===== src/design/siohad_consts.svh =====
// Constants for the host address decoder
`ifndef SIOHAD_CONSTS_SVH
`define SIOHAD_CONSTS_SVH
`define SIOHAD_CFG_PORT_A 16'h03F0
`define SIOHAD_CFG_PORT_B 16'h0370
`define SIOHAD_IDE_EXCL_A 16'h03F7
`define SIOHAD_IDE_EXCL_B 16'h0377
`define SIOHAD_IDE_DATA_PORT 16'h01F0
`define SIOHAD_ECP_OFFSET 16'h0400
`define SIOHAD_FDC_HOLE 3'h6
`define SIOHAD_IDE_ALT_OFF 3'h6
`define SIOHAD_BASE_RESET 16'h0000
`endif


===== src/design/siohad_pkg.sv =====
// Types for the host address decoder
`default_nettype none
package siohad_pkg;
   typedef enum logic [1:0] {
      SIOHAD_PP_SPP,
      SIOHAD_PP_EPP,
      SIOHAD_PP_ECP
   } siohad_pp_mode_t;
endpackage
`default_nettype wire


===== src/design/siohad_match_if.sv =====
// Carrier between the decoder and a block-window matcher
`default_nettype none
interface siohad_match_if;
   logic [15:0] addr;
   logic [15:0] base;
   logic [3:0] size_log2;
   logic hit;
   modport owner (output addr, output base, output size_log2, input hit);
   modport matcher (input addr, input base, input size_log2, output hit);
endinterface
`default_nettype wire


===== src/design/siohad_match.sv =====
// Aligned window match of an address against a base
`default_nettype none
module siohad_match (
   siohad_match_if.matcher m
);
   wire [15:0] mask = 16'hFFFF << m.size_log2;
   assign m.hit = ((m.addr ^ m.base) & mask) == 16'h0000;
endmodule
`default_nettype wire


===== src/design/siohad_top.sv =====
// Host address decoder with power-good gating
`default_nettype none
`include "siohad_consts.svh"
module siohad_top (
   input wire logic core_clk_i,
   input wire logic reset_n_i,
   input wire logic power_good_in_i,
   input wire logic [15:0] addr_i,
   input wire logic aen_i,
   input wire logic ior_n_i,
   input wire logic iow_n_i,
   input wire logic cfg_alt_port_i,
   input wire logic cfg_mode_i,
   input wire logic cfg_wr_i,
   input wire logic [2:0] cfg_sel_i,
   input wire logic [15:0] cfg_data_i,
   input wire logic [5:0] cfg_enable_i,
   input wire logic [1:0] pp_mode_i,
   output logic game_port_select_n_o,
   output logic game_port_select_oe_o,
   output logic ide_enable_n_o,
   output logic ide_enable_oe_o,
   output logic ide_wide_o,
   output logic cfg_port_sel_o,
   output logic fdc_sel_o,
   output logic fdc_ro_sel_o,
   output logic ser1_sel_o,
   output logic ser2_sel_o,
   output logic pp_sel_o,
   output logic selects_oe_o
);
   // Base slots: 0 fdc, 1 ser1, 2 ser2, 3 pp, 4 ide1, 5 ide2, 6 game
   localparam int NBASE = 7;
   logic [15:0] base [NBASE];
   logic [5:0] enable;
   logic [1:0] pp_mode;
   localparam logic [3:0] WIN [NBASE] = '{4'h3, 4'h3, 4'h3, 4'h3, 4'h3, 4'h3, 4'h0};
   wire [NBASE-1:0] hit;
   wire ecp_hit;

   // Register writes only in config mode; held while power-good is low
   wire cfg_we = cfg_wr_i && cfg_mode_i && power_good_in_i;
   always_ff @(posedge core_clk_i) begin
      if (!reset_n_i) begin
         enable <= 6'h00;
         pp_mode <= 2'h0;
      end else if (cfg_we) begin
         enable <= cfg_enable_i;
         pp_mode <= pp_mode_i;
      end
   end
   for (genvar i = 0; i < NBASE; i++) begin : g_base
      siohad_match_if mi ();
      assign mi.addr = addr_i;
      assign mi.base = base[i];
      assign mi.size_log2 = WIN[i];
      assign hit[i] = mi.hit;
      siohad_match u_match (.m(mi));
      always_ff @(posedge core_clk_i) begin
         if (!reset_n_i) begin
            base[i] <= `SIOHAD_BASE_RESET;
         end else if (cfg_we && cfg_sel_i == 3'(i)) begin
            base[i] <= cfg_data_i;
         end
      end
   end
   siohad_match_if me ();
   assign me.addr = addr_i;
   assign me.base = 16'(base[3] + `SIOHAD_ECP_OFFSET);
   assign me.size_log2 = 4'h2;
   assign ecp_hit = me.hit;
   siohad_match u_ecp (.m(me));

   wire pio = !aen_i;
   wire any_rw = !ior_n_i || !iow_n_i;
   wire [2:0] off = addr_i[2:0];
   wire [15:0] pair_addr = {addr_i[15:1], 1'h0};
   wire cfg_addr = cfg_alt_port_i ? (pair_addr == `SIOHAD_CFG_PORT_B)
                                  : (pair_addr == `SIOHAD_CFG_PORT_A);
   wire next_cfg = pio && cfg_addr && !iow_n_i;
   wire fdc_ok = pio && enable[0] && hit[0] && off != `SIOHAD_FDC_HOLE;
   wire fdc_ro = off[2:1] == 2'h0;
   wire next_fdc_ro = fdc_ok && fdc_ro && !ior_n_i && !cfg_mode_i;
   wire next_fdc = fdc_ok && (!fdc_ro || next_fdc_ro) && any_rw;
   wire next_ser1 = pio && enable[1] && hit[1] && any_rw;
   wire next_ser2 = pio && enable[2] && hit[2] && any_rw;
   wire pp_lo = hit[3] && !off[2];
   wire pp_epp = hit[3] && off[2] && pp_mode == 2'(siohad_pkg::SIOHAD_PP_EPP);
   wire pp_ecp = ecp_hit && pp_mode == 2'(siohad_pkg::SIOHAD_PP_ECP);
   wire next_pp = pio && enable[3] && (pp_lo || pp_epp || pp_ecp) && any_rw;
   wire ide_excl = addr_i == `SIOHAD_IDE_EXCL_A || addr_i == `SIOHAD_IDE_EXCL_B;
   wire ide_hit = hit[4] || (hit[5] && off == `SIOHAD_IDE_ALT_OFF);
   wire next_ide = pio && enable[4] && ide_hit && !ide_excl && any_rw;
   wire next_wide = next_ide && addr_i == `SIOHAD_IDE_DATA_PORT;
   wire next_game = pio && enable[5] && hit[6] && any_rw;

   // Low-active selects idle high through reset
   always_ff @(posedge core_clk_i) begin
      if (!reset_n_i) begin
         game_port_select_n_o <= 1'h1;
      end else begin
         game_port_select_n_o <= !next_game;
      end
   end
   always_ff @(posedge core_clk_i) begin
      if (!reset_n_i) begin
         ide_enable_n_o <= 1'h1;
         ide_wide_o <= 1'h0;
      end else begin
         ide_enable_n_o <= !next_ide;
         ide_wide_o <= next_wide;
      end
   end
   always_ff @(posedge core_clk_i) begin
      if (!reset_n_i) begin
         cfg_port_sel_o <= 1'h0;
      end else begin
         cfg_port_sel_o <= next_cfg;
      end
   end
   always_ff @(posedge core_clk_i) begin
      if (!reset_n_i) begin
         fdc_sel_o <= 1'h0;
         fdc_ro_sel_o <= 1'h0;
      end else begin
         fdc_sel_o <= next_fdc;
         fdc_ro_sel_o <= next_fdc_ro;
      end
   end
   always_ff @(posedge core_clk_i) begin
      if (!reset_n_i) begin
         ser1_sel_o <= 1'h0;
         ser2_sel_o <= 1'h0;
      end else begin
         ser1_sel_o <= next_ser1;
         ser2_sel_o <= next_ser2;
      end
   end
   always_ff @(posedge core_clk_i) begin
      if (!reset_n_i) begin
         pp_sel_o <= 1'h0;
      end else begin
         pp_sel_o <= next_pp;
      end
   end
   // Output enables follow power-good one cycle late
   always_ff @(posedge core_clk_i) begin
      if (!reset_n_i) begin
         game_port_select_oe_o <= 1'h0;
      end else begin
         game_port_select_oe_o <= power_good_in_i;
      end
   end
   always_ff @(posedge core_clk_i) begin
      if (!reset_n_i) begin
         ide_enable_oe_o <= 1'h0;
      end else begin
         ide_enable_oe_o <= power_good_in_i;
      end
   end
   always_ff @(posedge core_clk_i) begin
      if (!reset_n_i) begin
         selects_oe_o <= 1'h0;
      end else begin
         selects_oe_o <= power_good_in_i;
      end
   end

   chk_game_select: assert property (@(posedge core_clk_i) disable iff (!reset_n_i)
      aen_i |=> game_port_select_n_o) else $error("game select during dma");
   chk_ide_excl: assert property (@(posedge core_clk_i) disable iff (!reset_n_i)
      (addr_i == `SIOHAD_IDE_EXCL_A || addr_i == `SIOHAD_IDE_EXCL_B) |=> ide_enable_n_o)
      else $error("ide hit excluded port");
   chk_oe_power_good_in: assert property (@(posedge core_clk_i) disable iff (!reset_n_i)
      !power_good_in_i |=> !selects_oe_o && !ide_enable_oe_o && !game_port_select_oe_o)
      else $error("outputs driven without power good");
   chk_oe_power: assert property (@(posedge core_clk_i) disable iff (!reset_n_i)
      power_good_in_i |=> selects_oe_o && ide_enable_oe_o && game_port_select_oe_o)
      else $error("outputs released with power good");
   chk_cfg_lock: assert property (@(posedge core_clk_i) disable iff (!reset_n_i)
      !cfg_mode_i |=> $stable(enable) && $stable(pp_mode))
      else $error("config changed outside mode");
   chk_base_lock: assert property (@(posedge core_clk_i) disable iff (!reset_n_i)
      !cfg_mode_i |=> $stable(base[0]) && $stable(base[3]))
      else $error("base changed outside mode");
   chk_power_good_in_hold: assert property (@(posedge core_clk_i) disable iff (!reset_n_i)
      !power_good_in_i |=> $stable(enable) && $stable(base[1]))
      else $error("state lost without power good");
   chk_fdc_status: assert property (@(posedge core_clk_i) disable iff (!reset_n_i)
      cfg_mode_i |=> !fdc_ro_sel_o) else $error("status read in config mode");
   chk_cfg_write: assert property (@(posedge core_clk_i) disable iff (!reset_n_i)
      iow_n_i |=> !cfg_port_sel_o) else $error("config port without write");
   chk_cfg_alt: assert property (@(posedge core_clk_i) disable iff (!reset_n_i)
      (cfg_alt_port_i && pair_addr == `SIOHAD_CFG_PORT_A) |=> !cfg_port_sel_o)
      else $error("config port at unselected pair");
   chk_ide_enable: assert property (@(posedge core_clk_i) disable iff (!reset_n_i)
      !enable[4] |=> ide_enable_n_o) else $error("ide select while disabled");
   chk_ide_alt: assert property (@(posedge core_clk_i) disable iff (!reset_n_i)
      (hit[5] && !hit[4] && addr_i[2:0] != `SIOHAD_IDE_ALT_OFF) |=> ide_enable_n_o)
      else $error("ide second base beyond one port");
   chk_wide_ide: assert property (@(posedge core_clk_i) disable iff (!reset_n_i)
      ide_wide_o |-> !ide_enable_n_o) else $error("wide path without ide");
   chk_wide_port: assert property (@(posedge core_clk_i) disable iff (!reset_n_i)
      ide_wide_o |-> $past(addr_i) == `SIOHAD_IDE_DATA_PORT)
      else $error("wide path off the data port");
   chk_fdc_hole: assert property (@(posedge core_clk_i) disable iff (!reset_n_i)
      (addr_i[2:0] == `SIOHAD_FDC_HOLE && hit[0]) |=> !fdc_sel_o)
      else $error("fdc hole decoded");
   chk_fdc_ro_sel: assert property (@(posedge core_clk_i) disable iff (!reset_n_i)
      fdc_ro_sel_o |-> fdc_sel_o) else $error("status select outside fdc");
   chk_pp_upper: assert property (@(posedge core_clk_i) disable iff (!reset_n_i)
      (pp_mode == 2'(siohad_pkg::SIOHAD_PP_SPP) && hit[3] && addr_i[2]) |=> !pp_sel_o)
      else $error("upper parallel offsets in base mode");
   chk_dma_quiet: assert property (@(posedge core_clk_i) disable iff (!reset_n_i)
      aen_i |=> !fdc_sel_o && !ser1_sel_o && !ser2_sel_o && !pp_sel_o)
      else $error("block select during dma");
   chk_cfg_dma: assert property (@(posedge core_clk_i) disable iff (!reset_n_i)
      aen_i |=> !cfg_port_sel_o && ide_enable_n_o) else $error("select during dma");
   chk_blocks_off: assert property (@(posedge core_clk_i) disable iff (!reset_n_i)
      (enable[3:0] == 4'h0) |=> !fdc_sel_o && !ser1_sel_o && !ser2_sel_o && !pp_sel_o)
      else $error("select from disabled block");
   cov_game: cover property (@(posedge core_clk_i) !game_port_select_n_o);
   cov_ide_wide: cover property (@(posedge core_clk_i) ide_wide_o);
   cov_pp: cover property (@(posedge core_clk_i) pp_sel_o);
   cov_cfg_port: cover property (@(posedge core_clk_i) cfg_port_sel_o);
   cov_ecp: cover property (@(posedge core_clk_i)
      pp_sel_o && pp_mode == 2'(siohad_pkg::SIOHAD_PP_ECP));
endmodule
`default_nettype wire


===== config.mk =====
export PLATFORM = sky130hd
export DESIGN_NAME = siohad_top
export DESIGN_NICKNAME = d
export VERILOG_FILES = /design/src/design/siohad_pkg.sv /design/src/design/siohad_match_if.sv /design/src/design/siohad_match.sv /design/src/design/siohad_top.sv
export VERILOG_INCLUDE_DIRS = /design/src /design/src/design
export SDC_FILE = /design/constraint.sdc
export NUM_CORES = 1
export LEC_CHECK = 0
export BUFFER_PORTS_ARGS = -buffer_cell sky130_fd_sc_hd__buf_2
export CAP_MARGIN = 5
export CORE_UTILIZATION = 63
export DETAILED_ROUTE_END_ITERATION = 8
export PLACE_DENSITY_LB_ADDON = 0.08
export SYNTH_ARGS = -nofsm -noshare
export SYNTH_HDL_FRONTEND = slang
export SYNTH_SLANG_ARGS = --single-unit

===== constraint.sdc =====
create_clock -name core_clk_i -period 5.2 [get_ports core_clk_i]
set_clock_uncertainty 0.2 [all_clocks]
set_input_delay 1.04 -clock core_clk_i [delete_from_list [all_inputs] [get_ports core_clk_i]]
set_output_delay 1.04 -clock core_clk_i [all_outputs]
set_load 0.1 [all_outputs]

==> results of run 1 <==
## layout by cell type (no fill, tap or decap), types with 6 or more instances in the layout
master / synthesis / final
sky130_fd_sc_hd__xor2_1: 33 / 33
sky130_fd_sc_hd__clkbuf_16: 0 / 16
sky130_fd_sc_hd__edfxtp_1: 95 / 95
sky130_fd_sc_hd__nand4_1: 21 / 21
sky130_fd_sc_hd__buf_2: 10 / 63
sky130_fd_sc_hd__and2_1: 97 / 97
sky130_fd_sc_hd__nor3_1: 6 / 6
sky130_fd_sc_hd__xnor2_1: 65 / 65
sky130_fd_sc_hd__nand3_1: 7 / 7
sky130_fd_sc_hd__nand2_1: 22 / 22
sky130_fd_sc_hd__dfxtp_1: 18 / 18
sky130_fd_sc_hd__a21boi_0: 8 / 8
sky130_fd_sc_hd__nor2_1: 15 / 15
sky130_fd_sc_hd__nor4_1: 9 / 9
## final timing paths
path | to | start | cells past startpoint | slack, ns
worst min-delay path | game_port_select_n_o | enable[5] | 1 | 0.20
worst min register to register | game_port_select_n_o | enable[5] | 1 | 0.20
worst max-delay path | base[1][3] | cfg_mode_i | 4 | 2.15
worst max register to register | pp_sel_o | base[3][10] | 6 | 3.08
## metrics by stage
| step | instance area [sq um] | total power, mW | instances | setup WS, ns |
|---|---|---|---|---|
| 3_3_place_gp | 5860 | 1.25 | 602 | 1.64 |
| 5_1_grt | 6470 | 2.50 | 634 | 1.96 |
| 6_report | 6470 | 2.44 | 634 | 2.15 |
| 3_5_place_dp | 5860 | 1.26 | 602 | 1.66 |
| 4_1_cts | 6470 | 2.44 | 634 | 2.15 |
| 2_1_floorplan | 5540 | 1.19 | 458 | 1.96 |
## power breakdown
group	switching [mW]	internal [mW]
clock network	0.391	0.799
registers	0.0218	1.03
logic	0.124	0.0747
## area by class of cell
class | count | share of cell area (%)
inverters | 2 | 0.116
well taps | 105 | 2.03
clock buffers | 21 | 6.94
repair buffers | 66 | 5.22
flip-flops and latches | 113 | 49.6
multi-input cells | 316 | 33.6
clock inverters | 11 | 2.51
## registers in the layout (all words and copies together), names as in the netlist
register              flops
ser2_sel_o                1
ide_enable_n_o            1
fdc_sel_o                 1
selects_oe_o              1
ide_wide_o                1
base                     95
pp_sel_o                  1
enable                    6
cfg_port_sel_o            1
pp_mode                   2
game_port_select_n_o      1
fdc_ro_sel_o              1
ser1_sel_o                1
## worst max-delay path, delay by kind of cell
| family | cells | cell delay [ns] |
|---|---|---|
| and+or+nand+nor | 2 | 1.00 |
| buffers and inverters | 1 | 0.11 |
| AOI/OAI and AO/OA | 1 | 0.83 |
## cells by family after synthesis
family | count (synthesis) | share of synthesized area, %
flops | 113 | 58.0
compound gates | 24 | 2.91
xor+xnor | 99 | 15.8
simple gates | 192 | 20.2
fa+ha+maj | 1 | 0.226
buf+inv | 29 | 2.93
## per-layer routing
| layer | part of all wire (%) | up-vias | global-route usage [%] |
|---|---|---|---|
| met1 | 40 | 1768 | 40.6 |
| met5 | 0 | - | 0 |
| met2 | 50 | 163 | 52.7 |
| li1 | - | 1697 | - |
| met4 | 2.8 | 0 | 12.9 |
| met3 | 7.4 | 28 | 5.92 |
==> results.json, run 1 <==
{
  "status": "completed",
  "via_per_inst": 5.77,
  "synthTopCellsByArea": "sky130_fd_sc_hd__edfxtp_1, sky130_fd_sc_hd__and2_1, sky130_fd_sc_hd__xnor2_1",
  "worst-slew-pin-transition_ns": 1.20,
  "power.density_mw_per_mm2": 376,
  "routed_wl_microns": 13300,
  "worst_setup_path_end_kind": "flop",
  "fmaxAchievable_ghz": 0.328,
  "share_of_layout_cells_above_drive_strength_1_pct": 18.7,
  "clkSinkCount": 113,
  "hold_slack_ns": 0.199,
  "remaining_drc_errors": 0,
  "cts_hold_buffers": 0,
  "grt_pass1_wl_microns": 19100,
  "core_area_sq_mm": 0.00838,
  "worstPathCellList": "buf_2, nand3_1, or3_1, o21ai_1",
  "first_iter_violations": 305,
  "rows": 33,
  "finalNetCount": 569,
  "synth.ff_latch_count": 113,
  "synth-async-reset-ratio_pct": 0,
  "worst_setup_hold_path_clk_slew_ns": 0.06,
  "grt_start_max_net_pins": 21,
  "vias": 3656,
  "tritoncts": "built",
  "nFillCells": 541,
  "cts.path.max_buffers": 2,
  "grt_pass1_vias": 3320,
  "synth_sequential_area_ratio_pct": 58.0,
  "detailedRoute.firstPassIterationCount": 5,
  "timing.slew.headroom_pct": 19.2,
  "register_area_sq_mm": 0.00321,
  "gp_congestion": 0.887,
  "clock_root_buffer_master": "sky130_fd_sc_hd__clkbuf_8",
  "top_level_ports": 64,
  "worst_hold_path_type": "flop to flop",
  "post_synth.cell_area_avg_sq_um": 12.1,
  "drtAntennaViolNets": 0,
  "final_setup_violations": 0,
  "cts.repair_timing.setup_buffer_count": 0,
  "design.die.area_sq_mm": 0.00918,
  "ys_warn_count": 0,
  "antenna-diode-count": 0,
  "post_cts.resized_instances": 0,
  "synth_edf_count": 95,
  "power.static_leakage_nw": 2.36,
  "synth_most_common_cell": "sky130_fd_sc_hd__and2_1",
  "synth_commonest_cells": "sky130_fd_sc_hd__and2_1, sky130_fd_sc_hd__edfxtp_1, sky130_fd_sc_hd__xnor2_1, sky130_fd_sc_hd__xor2_1, sky130_fd_sc_hd__nand2_1",
  "die_height_microns": 95.8,
  "critPathRequiredTime_ns": 5.14,
  "floorplan.initialDensity_pct": 66.1,
  "synth_top_cell_area_share_pct": 51.5,
  "rsz_0062_raised_after_global_routing": "false",
  "synthesis.area_sq_mm": 0.00554,
  "overflow": 0,
  "ir_drop_mv": 0.320,
  "synth_top_flop_cell": "sky130_fd_sc_hd__edfxtp_1",
  "drv_cap": 0,
  "synth_largest_area_cell": "sky130_fd_sc_hd__edfxtp_1",
  "place.detailed.hpwl_microns": 8420,
  "multiInputGateArea_sq_mm": 0.00217,
  "worstPathArrival_ns": 2.98,
  "synth_cells": 458,
  "global_route.usage.total_pct": 31.5,
  "grt_antenna_before_repair": 0,
  "post-route-min-period_ns": 3.05,
  "slowest_stage": "sky130_fd_sc_hd__o21ai_1",
  "area_growth_pct": 16.8,
  "finalMaxSlewViolations": 0,
  "cts_buffers": 17,
  "fin_crit_sh_pct": 58.6,
  "cts_max_level": 4,
  "critPathKind": "primary input to flop",
  "tns_ns": 0,
  "cpPeakStageDelay_ns": 0.83,
  "final_hold_violating_endpoints": 0,
  "route.detailed.wl_per_inst_microns": 21.0,
  "mappedNetlistNets": 511,
  "final_core_utilization_pct": 77.2,
  "post_synth_num_cell_types": 35,
  "width_of_the_die_microns": 95.8,
  "peak_fanout_along_the_critical_path": 13,
  "port_buffers": 63,
  "clk_latency_ns": 0.51,
  "crit_path_start_kind": "primary input"
}
Note: power is estimated with default switching activity, not from simulation.
==> run 2, diff against run 1 <==
- ABC_AREA: unset -> 1
- CORE_UTILIZATION: 63 -> 53
- clock period: 5.2 -> 2.5 ns (I/O delays scaled with it)
==> results.json, run 2 <==
{
  "ys_warn_count": 0,
  "synth_cells": 686,
  "synthesis.area_sq_mm": 0.00581,
  "clock_root_buffer_master": "sky130_fd_sc_hd__clkbuf_8",
  "die_height_microns": 107,
  "routed_wl_microns": 16800,
  "final_core_utilization_pct": 65.3,
  "grt_antenna_before_repair": 0,
  "r2r_start": "base[3][10]",
  "synthTopCellsByArea": "sky130_fd_sc_hd__edfxtp_1, sky130_fd_sc_hd__nand2_1, sky130_fd_sc_hd__nor2_1",
  "synth_most_common_cell": "sky130_fd_sc_hd__nand2_1",
  "critPathKind": "primary input to flop",
  "overflow": 0,
  "worst-slew-pin-transition_ns": 0.578,
  "synth-async-reset-ratio_pct": 0,
  "cts_buffers": 17,
  "floorplan.initialDensity_pct": 55.5,
  "vias": 4876,
  "fin_crit_sh_pct": 85.3,
  "total_power_mw": 5.13,
  "largest_registers": "base: 95 flops, enable: 6 flops, pp_mode: 2 flops",
  "hold_depth": 3,
  "port_buffers": 63,
  "top_level_ports": 64,
  "setup.worst_path.start": "power_good_in_i",
  "worst_reg_to_reg_setup_slack_ns": 0.93,
  "first_iter_violations": 447,
  "post_cts.resized_instances": 0,
  "remaining_drc_errors": 0,
  "synth_top_cell_area_share_pct": 49.1,
  "post_synth_num_cell_types": 36,
  "via_per_inst": 5.38,
  "nFillCells": 878,
  "peak_fanout_along_the_critical_path": 13,
  "post_synth.cell_area_avg_sq_um": 8.47,
  "rsz_0062_raised_after_global_routing": "false",
  "ir_drop_mv": 0.511,
  "layout_common_cells": "sky130_fd_sc_hd__nand2_1, sky130_fd_sc_hd__nor2_1, sky130_fd_sc_hd__edfxtp_1",
  "grt_pass1_wl_microns": 24800,
  "core_area_sq_mm": 0.0105,
  "synth_top_flop_cell": "sky130_fd_sc_hd__edfxtp_1",
  "instances_no_fill": 907,
  "tns_ns": 0,
  "fmaxAchievable_ghz": 0.469,
  "power.density_mw_per_mm2": 751,
  "rows": 37,
  "worstPathArrival_ns": 2.29,
  "detailedRoute.firstPassIterationCount": 5,
  "grt_pass1_vias": 4605,
  "worst_setup_path_end_kind": "flop",
  "clk_latency_ns": 0.52,
  "power.static_leakage_nw": 3.06,
  "global_route.usage.total_pct": 30.9,
  "synth.ff_latch_count": 113,
  "crit_end": "base[2][15]",
  "tritoncts": "built",
  "reg2regPathDepth": 6,
  "numPlacedInstances": 874,
  "clkSinkCount": 113,
  "hold_slack_ns": 0.0429,
  "largest_register": "base",
  "area_growth_pct": 17.7,
  "cts.path.max_buffers": 2,
  "timing.slew.headroom_pct": 61.3,
  "crit_path_start_kind": "primary input",
  "place.detailed.hpwl_microns": 11500,
  "synth_largest_area_cell": "sky130_fd_sc_hd__edfxtp_1",
  "route.detailed.wl_per_inst_microns": 18.5,
  "drtAntennaViolNets": 0,
  "mappedNetlistNets": 739,
  "drv_cap": 0,
  "antenna-diode-count": 0,
  "status": "completed",
  "synth_commonest_cells": "sky130_fd_sc_hd__nand2_1, sky130_fd_sc_hd__nor2_1, sky130_fd_sc_hd__edfxtp_1, sky130_fd_sc_hd__inv_1, sky130_fd_sc_hd__o21ai_0",
  "final_setup_violations": 0,
  "worst_hold_path_type": "primary input to flop",
  "critPathRequiredTime_ns": 2.66,
  "post-route-min-period_ns": 2.13,
  "finalNetCount": 811,
  "finalMaxSlewViolations": 0,
  "final_hold_violating_endpoints": 0,
  "synth_edf_count": 95,
  "share_of_layout_cells_above_drive_strength_1_pct": 16.7,
  "r2r-end": "pp_sel_o",
  "design.die.area_sq_mm": 0.0114,
  "most_frequent_standard_cell_in_the_layout_excluding_fill_and_tap_cells": "sky130_fd_sc_hd__nand2_1",
  "worst_setup_hold_path_clk_slew_ns": 0.05,
  "number_of_flip_flops_under_the_largest_register_name": 95,
  "grt_start_max_net_pins": 21,
  "cts_max_level": 4,
  "gp_congestion": 0.919,
  "synth_sequential_area_ratio_pct": 55.3,
  "width_of_the_die_microns": 107
}
-- run 2: metrics by stage --
stage / worst slack (ns) / area, sq um
2_1_floorplan: 0.0996 / 5810
3_3_place_gp: 0.492 / 6220
3_5_place_dp: 0.435 / 6220
4_1_cts: 0.433 / 6840
5_1_grt: 0.260 / 6840
6_report: 0.368 / 6840
-- run 2: worst min-delay path by stage --
stage	start	end	slack (ns)
2_1_floorplan	enable[1]	enable[1]	0.23
3_3_place_gp	enable[0]	enable[0]	0.24
3_5_place_dp	enable[4]	enable[4]	0.26
4_1_cts	pp_mode_i[1]	pp_mode[1]	0.03
5_1_grt	cfg_enable_i[3]	enable[3]	0.05
6_report	pp_mode_i[1]	pp_mode[1]	0.04
-- run 2: power breakdown --
part	total (mW)	leakage (nW)	switching (mW)	internal, mW
clock network	2.46	0.296	0.832	1.63
registers	2.18	1.05	0.0485	2.14
logic	0.487	1.72	0.340	0.147
total	5.13	3.06	1.22	3.91
-- run 2: per-layer routing --
layer  routed length (microns)  track usage [%]
met1                      6510             37.9
met2                      8310             52.5
met4                       581             14.6
met5                         0                0
met3                      1370             6.08
-- run 2: layout make-up --
cell class                 instances  area [sq um]  share of cell area (%)
clock inverter                    12           165                    2.42
clock buffer                      20           435                    6.37
multi-input combinational        465          2110                    30.9
timing repair buffer              77           423                    6.19
inverter                          84           315                    4.61
sequential                       113          3210                    47.0
tap                              136           170                    2.49
-- run 2: cell families (layout without fill, tap and decap cells) --
logic type,count (synthesis),count (layout),synth area share [%]
flip-flops,113,113,55.3
XOR/XNOR,24,24,3.62
AND/OR/NAND/NOR,381,381,26.9
buffers and inverters,108,193,8.29
AO/OA/AOI/OAI,59,59,5.60
adder cells (fa/ha/maj),1,1,0.215
-- run 2: what timing repair did --
item	CTS	global route
hold buffers	1	0
setup buffers	0	0
hold endpoints to repair	1	0
-- run 2: critical path: stages --
cell and delay, ns:
sky130_fd_sc_hd__dlygate4sd3_1 0.52, sky130_fd_sc_hd__buf_2 0.12, sky130_fd_sc_hd__nand3_2 0.20, sky130_fd_sc_hd__nor2_4 0.21
sky130_fd_sc_hd__nand4_1 0.48, sky130_fd_sc_hd__nor2_1 0.26
==> run 3, diff against run 2 <==
- ABC_AREA: 1 -> unset
- CORE_UTILIZATION: 53 -> 50
==> results.json, run 3 (same netlist as run 1, synthesis figures left out) <==
{
  "post-route-min-period_ns": 2.27,
  "seq_power_share_pct": 43.3,
  "detailedRoute.firstPassIterationCount": 4,
  "grt_pass1_vias": 3517,
  "final_setup_violations": 0,
  "p_comb_share_pct": 8.6,
  "area_growth_pct": 19.2,
  "critPathRequiredTime_ns": 2.76,
  "cts_max_level": 4,
  "design.die.area_sq_mm": 0.0115,
  "status": "completed",
  "gp_congestion": 0.890,
  "peak_fanout_along_the_critical_path": 2,
  "place.detailed.hpwl_microns": 9200,
  "largest_register": "base",
  "final_core_utilization_pct": 61.0,
  "via_per_inst": 5.34,
  "worst-slew-pin-transition_ns": 0.719,
  "grt_antenna_before_repair": 0,
  "worstPathArrival_ns": 2.53,
  "final_hold_violating_endpoints": 0,
  "rsz_0062_raised_after_global_routing": "false",
  "cts_buffers": 17,
  "nFillCells": 861,
  "vias": 3645,
  "instances_no_fill": 683,
  "clk_latency_ns": 0.52,
  "antenna-diode-count": 0,
  "clkSinkCount": 113,
  "tritoncts": "built",
  "share_of_layout_cells_above_drive_strength_1_pct": 20.1,
  "most_frequent_standard_cell_in_the_layout_excluding_fill_and_tap_cells": "sky130_fd_sc_hd__and2_1",
  "place_area_sq_mm": 0.00599,
  "core_area_sq_mm": 0.0108,
  "netSwitchingPower_mw": 1.13,
  "remaining_drc_errors": 0,
  "finalNetCount": 583,
  "numPlacedInstances": 648,
  "die_height_microns": 107,
  "tns_ns": 0,
  "clock_root_buffer_master": "sky130_fd_sc_hd__clkbuf_8",
  "first_iter_violations": 288,
  "worst_setup_hold_path_clk_slew_ns": 0.06,
  "largest_registers": "base: 95 flops, enable: 6 flops, pp_mode: 2 flops",
  "route.detailed.wl_per_inst_microns": 20.7,
  "power.static_leakage_nw": 2.42,
  "worst_slack_ns": 0.225,
  "number_of_flip_flops_under_the_largest_register_name": 95,
  "routed_wl_microns": 14100,
  "post-route-cell-area_sq_mm": 0.00661,
  "power.density_mw_per_mm2": 761,
  "ir_drop_mv": 0.346,
  "worst_setup_path_end_kind": "flop",
  "fin_crit_sh_pct": 91.0,
  "internal-power_mw": 3.90,
  "critPathKind": "flop to flop",
  "rows": 38,
  "drv_cap": 0,
  "top_level_ports": 64,
  "width_of_the_die_microns": 107,
  "floorplan.initialDensity_pct": 51.1,
  "crit_path_start_kind": "flop",
  "fmaxAchievable_ghz": 0.440,
  "timing.slew.headroom_pct": 51.9,
  "drtAntennaViolNets": 0,
  "grt_start_max_net_pins": 21,
  "power.share.switching_pct": 22.4,
  "port_buffers": 63,
  "power.clock.fraction_pct": 48.1,
  "dpl_worst_slack_ns": 0.260,
  "cts.repair_timing.setup_buffer_count": 0,
  "overflow": 0,
  "finalMaxSlewViolations": 0,
  "cts.path.max_buffers": 2,
  "worst_hold_path_type": "primary input to flop",
  "grt_pass1_wl_microns": 21300,
  "global_route.usage.total_pct": 26.8,
  "layout_common_cells": "sky130_fd_sc_hd__and2_1, sky130_fd_sc_hd__edfxtp_1, sky130_fd_sc_hd__xnor2_1"
}
==> run 3: metrics by stage <==
step	power (mW)	hold slack, ns
3_3_place_gp	2.63	0.192
3_5_place_dp	2.64	0.203
2_1_floorplan	2.48	0.171
4_1_cts	5.05	0.0136
5_1_grt	5.18	0.0347
6_report	5.03	0.0400
==> run 3: power by group through the flow <==
stage          Sequential, mW  Combinational [mW]  Clock [mW]
2_1_floorplan            2.22               0.265           0
3_3_place_gp             2.21               0.421           0
3_5_place_dp             2.22               0.424           0
4_1_cts                  2.18               0.429        2.44
5_1_grt                  2.19               0.461        2.53
6_report                 2.18               0.430        2.42
==> run 3: metal layers <==
layer | track usage, % | up-vias | share of wire [%]
met5 | 0 | - | 0
met4 | 8.02 | 0 | 1.5
li1 | - | 1720 | -
met1 | 35.4 | 1781 | 44
met3 | 6.42 | 17 | 6.6
met2 | 43.8 | 127 | 48
==> run 3: final timing paths <==
path,endpoint,start,slack [ns],depth (start not counted)
max,fdc_ro_sel_o,base[0][10],0.23,6
min,pp_mode[1],pp_mode_i[1],0.04,3
max reg2reg,fdc_ro_sel_o,base[0][10],0.23,6
min reg2reg,game_port_select_n_o,enable[5],0.21,1
==> run 3: final cells by class <==
cell class	count	area [sq um]	share of cell area [%]
Clock buffer	19	422	6.38
Clock inverter	13	168	2.54
Inverter	2	7.51	0.114
Multi-Input combinational cell	316	2170	32.9
Sequential cell	113	3210	48.6
Tap cell	140	175	2.65
Timing Repair Buffer	80	450	6.82
==> run 3: timing repair <==
action / CTS / global route
hold buffers: 3 / 0
gates resized for setup: 0 / 0
endpoints found under the hold margin: 2 / 0
==> run 3: worst max-delay path, stage by stage, from the launching register on <==
cell and delay (ns):
sky130_fd_sc_hd__edfxtp_1 0.39, sky130_fd_sc_hd__xnor2_1 0.20, sky130_fd_sc_hd__nand4_1 0.14, sky130_fd_sc_hd__nor4_1 0.20, sky130_fd_sc_hd__nand4_1 0.20, sky130_fd_sc_hd__nor4b_1 0.30
sky130_fd_sc_hd__dlygate4sd3_1 0.59
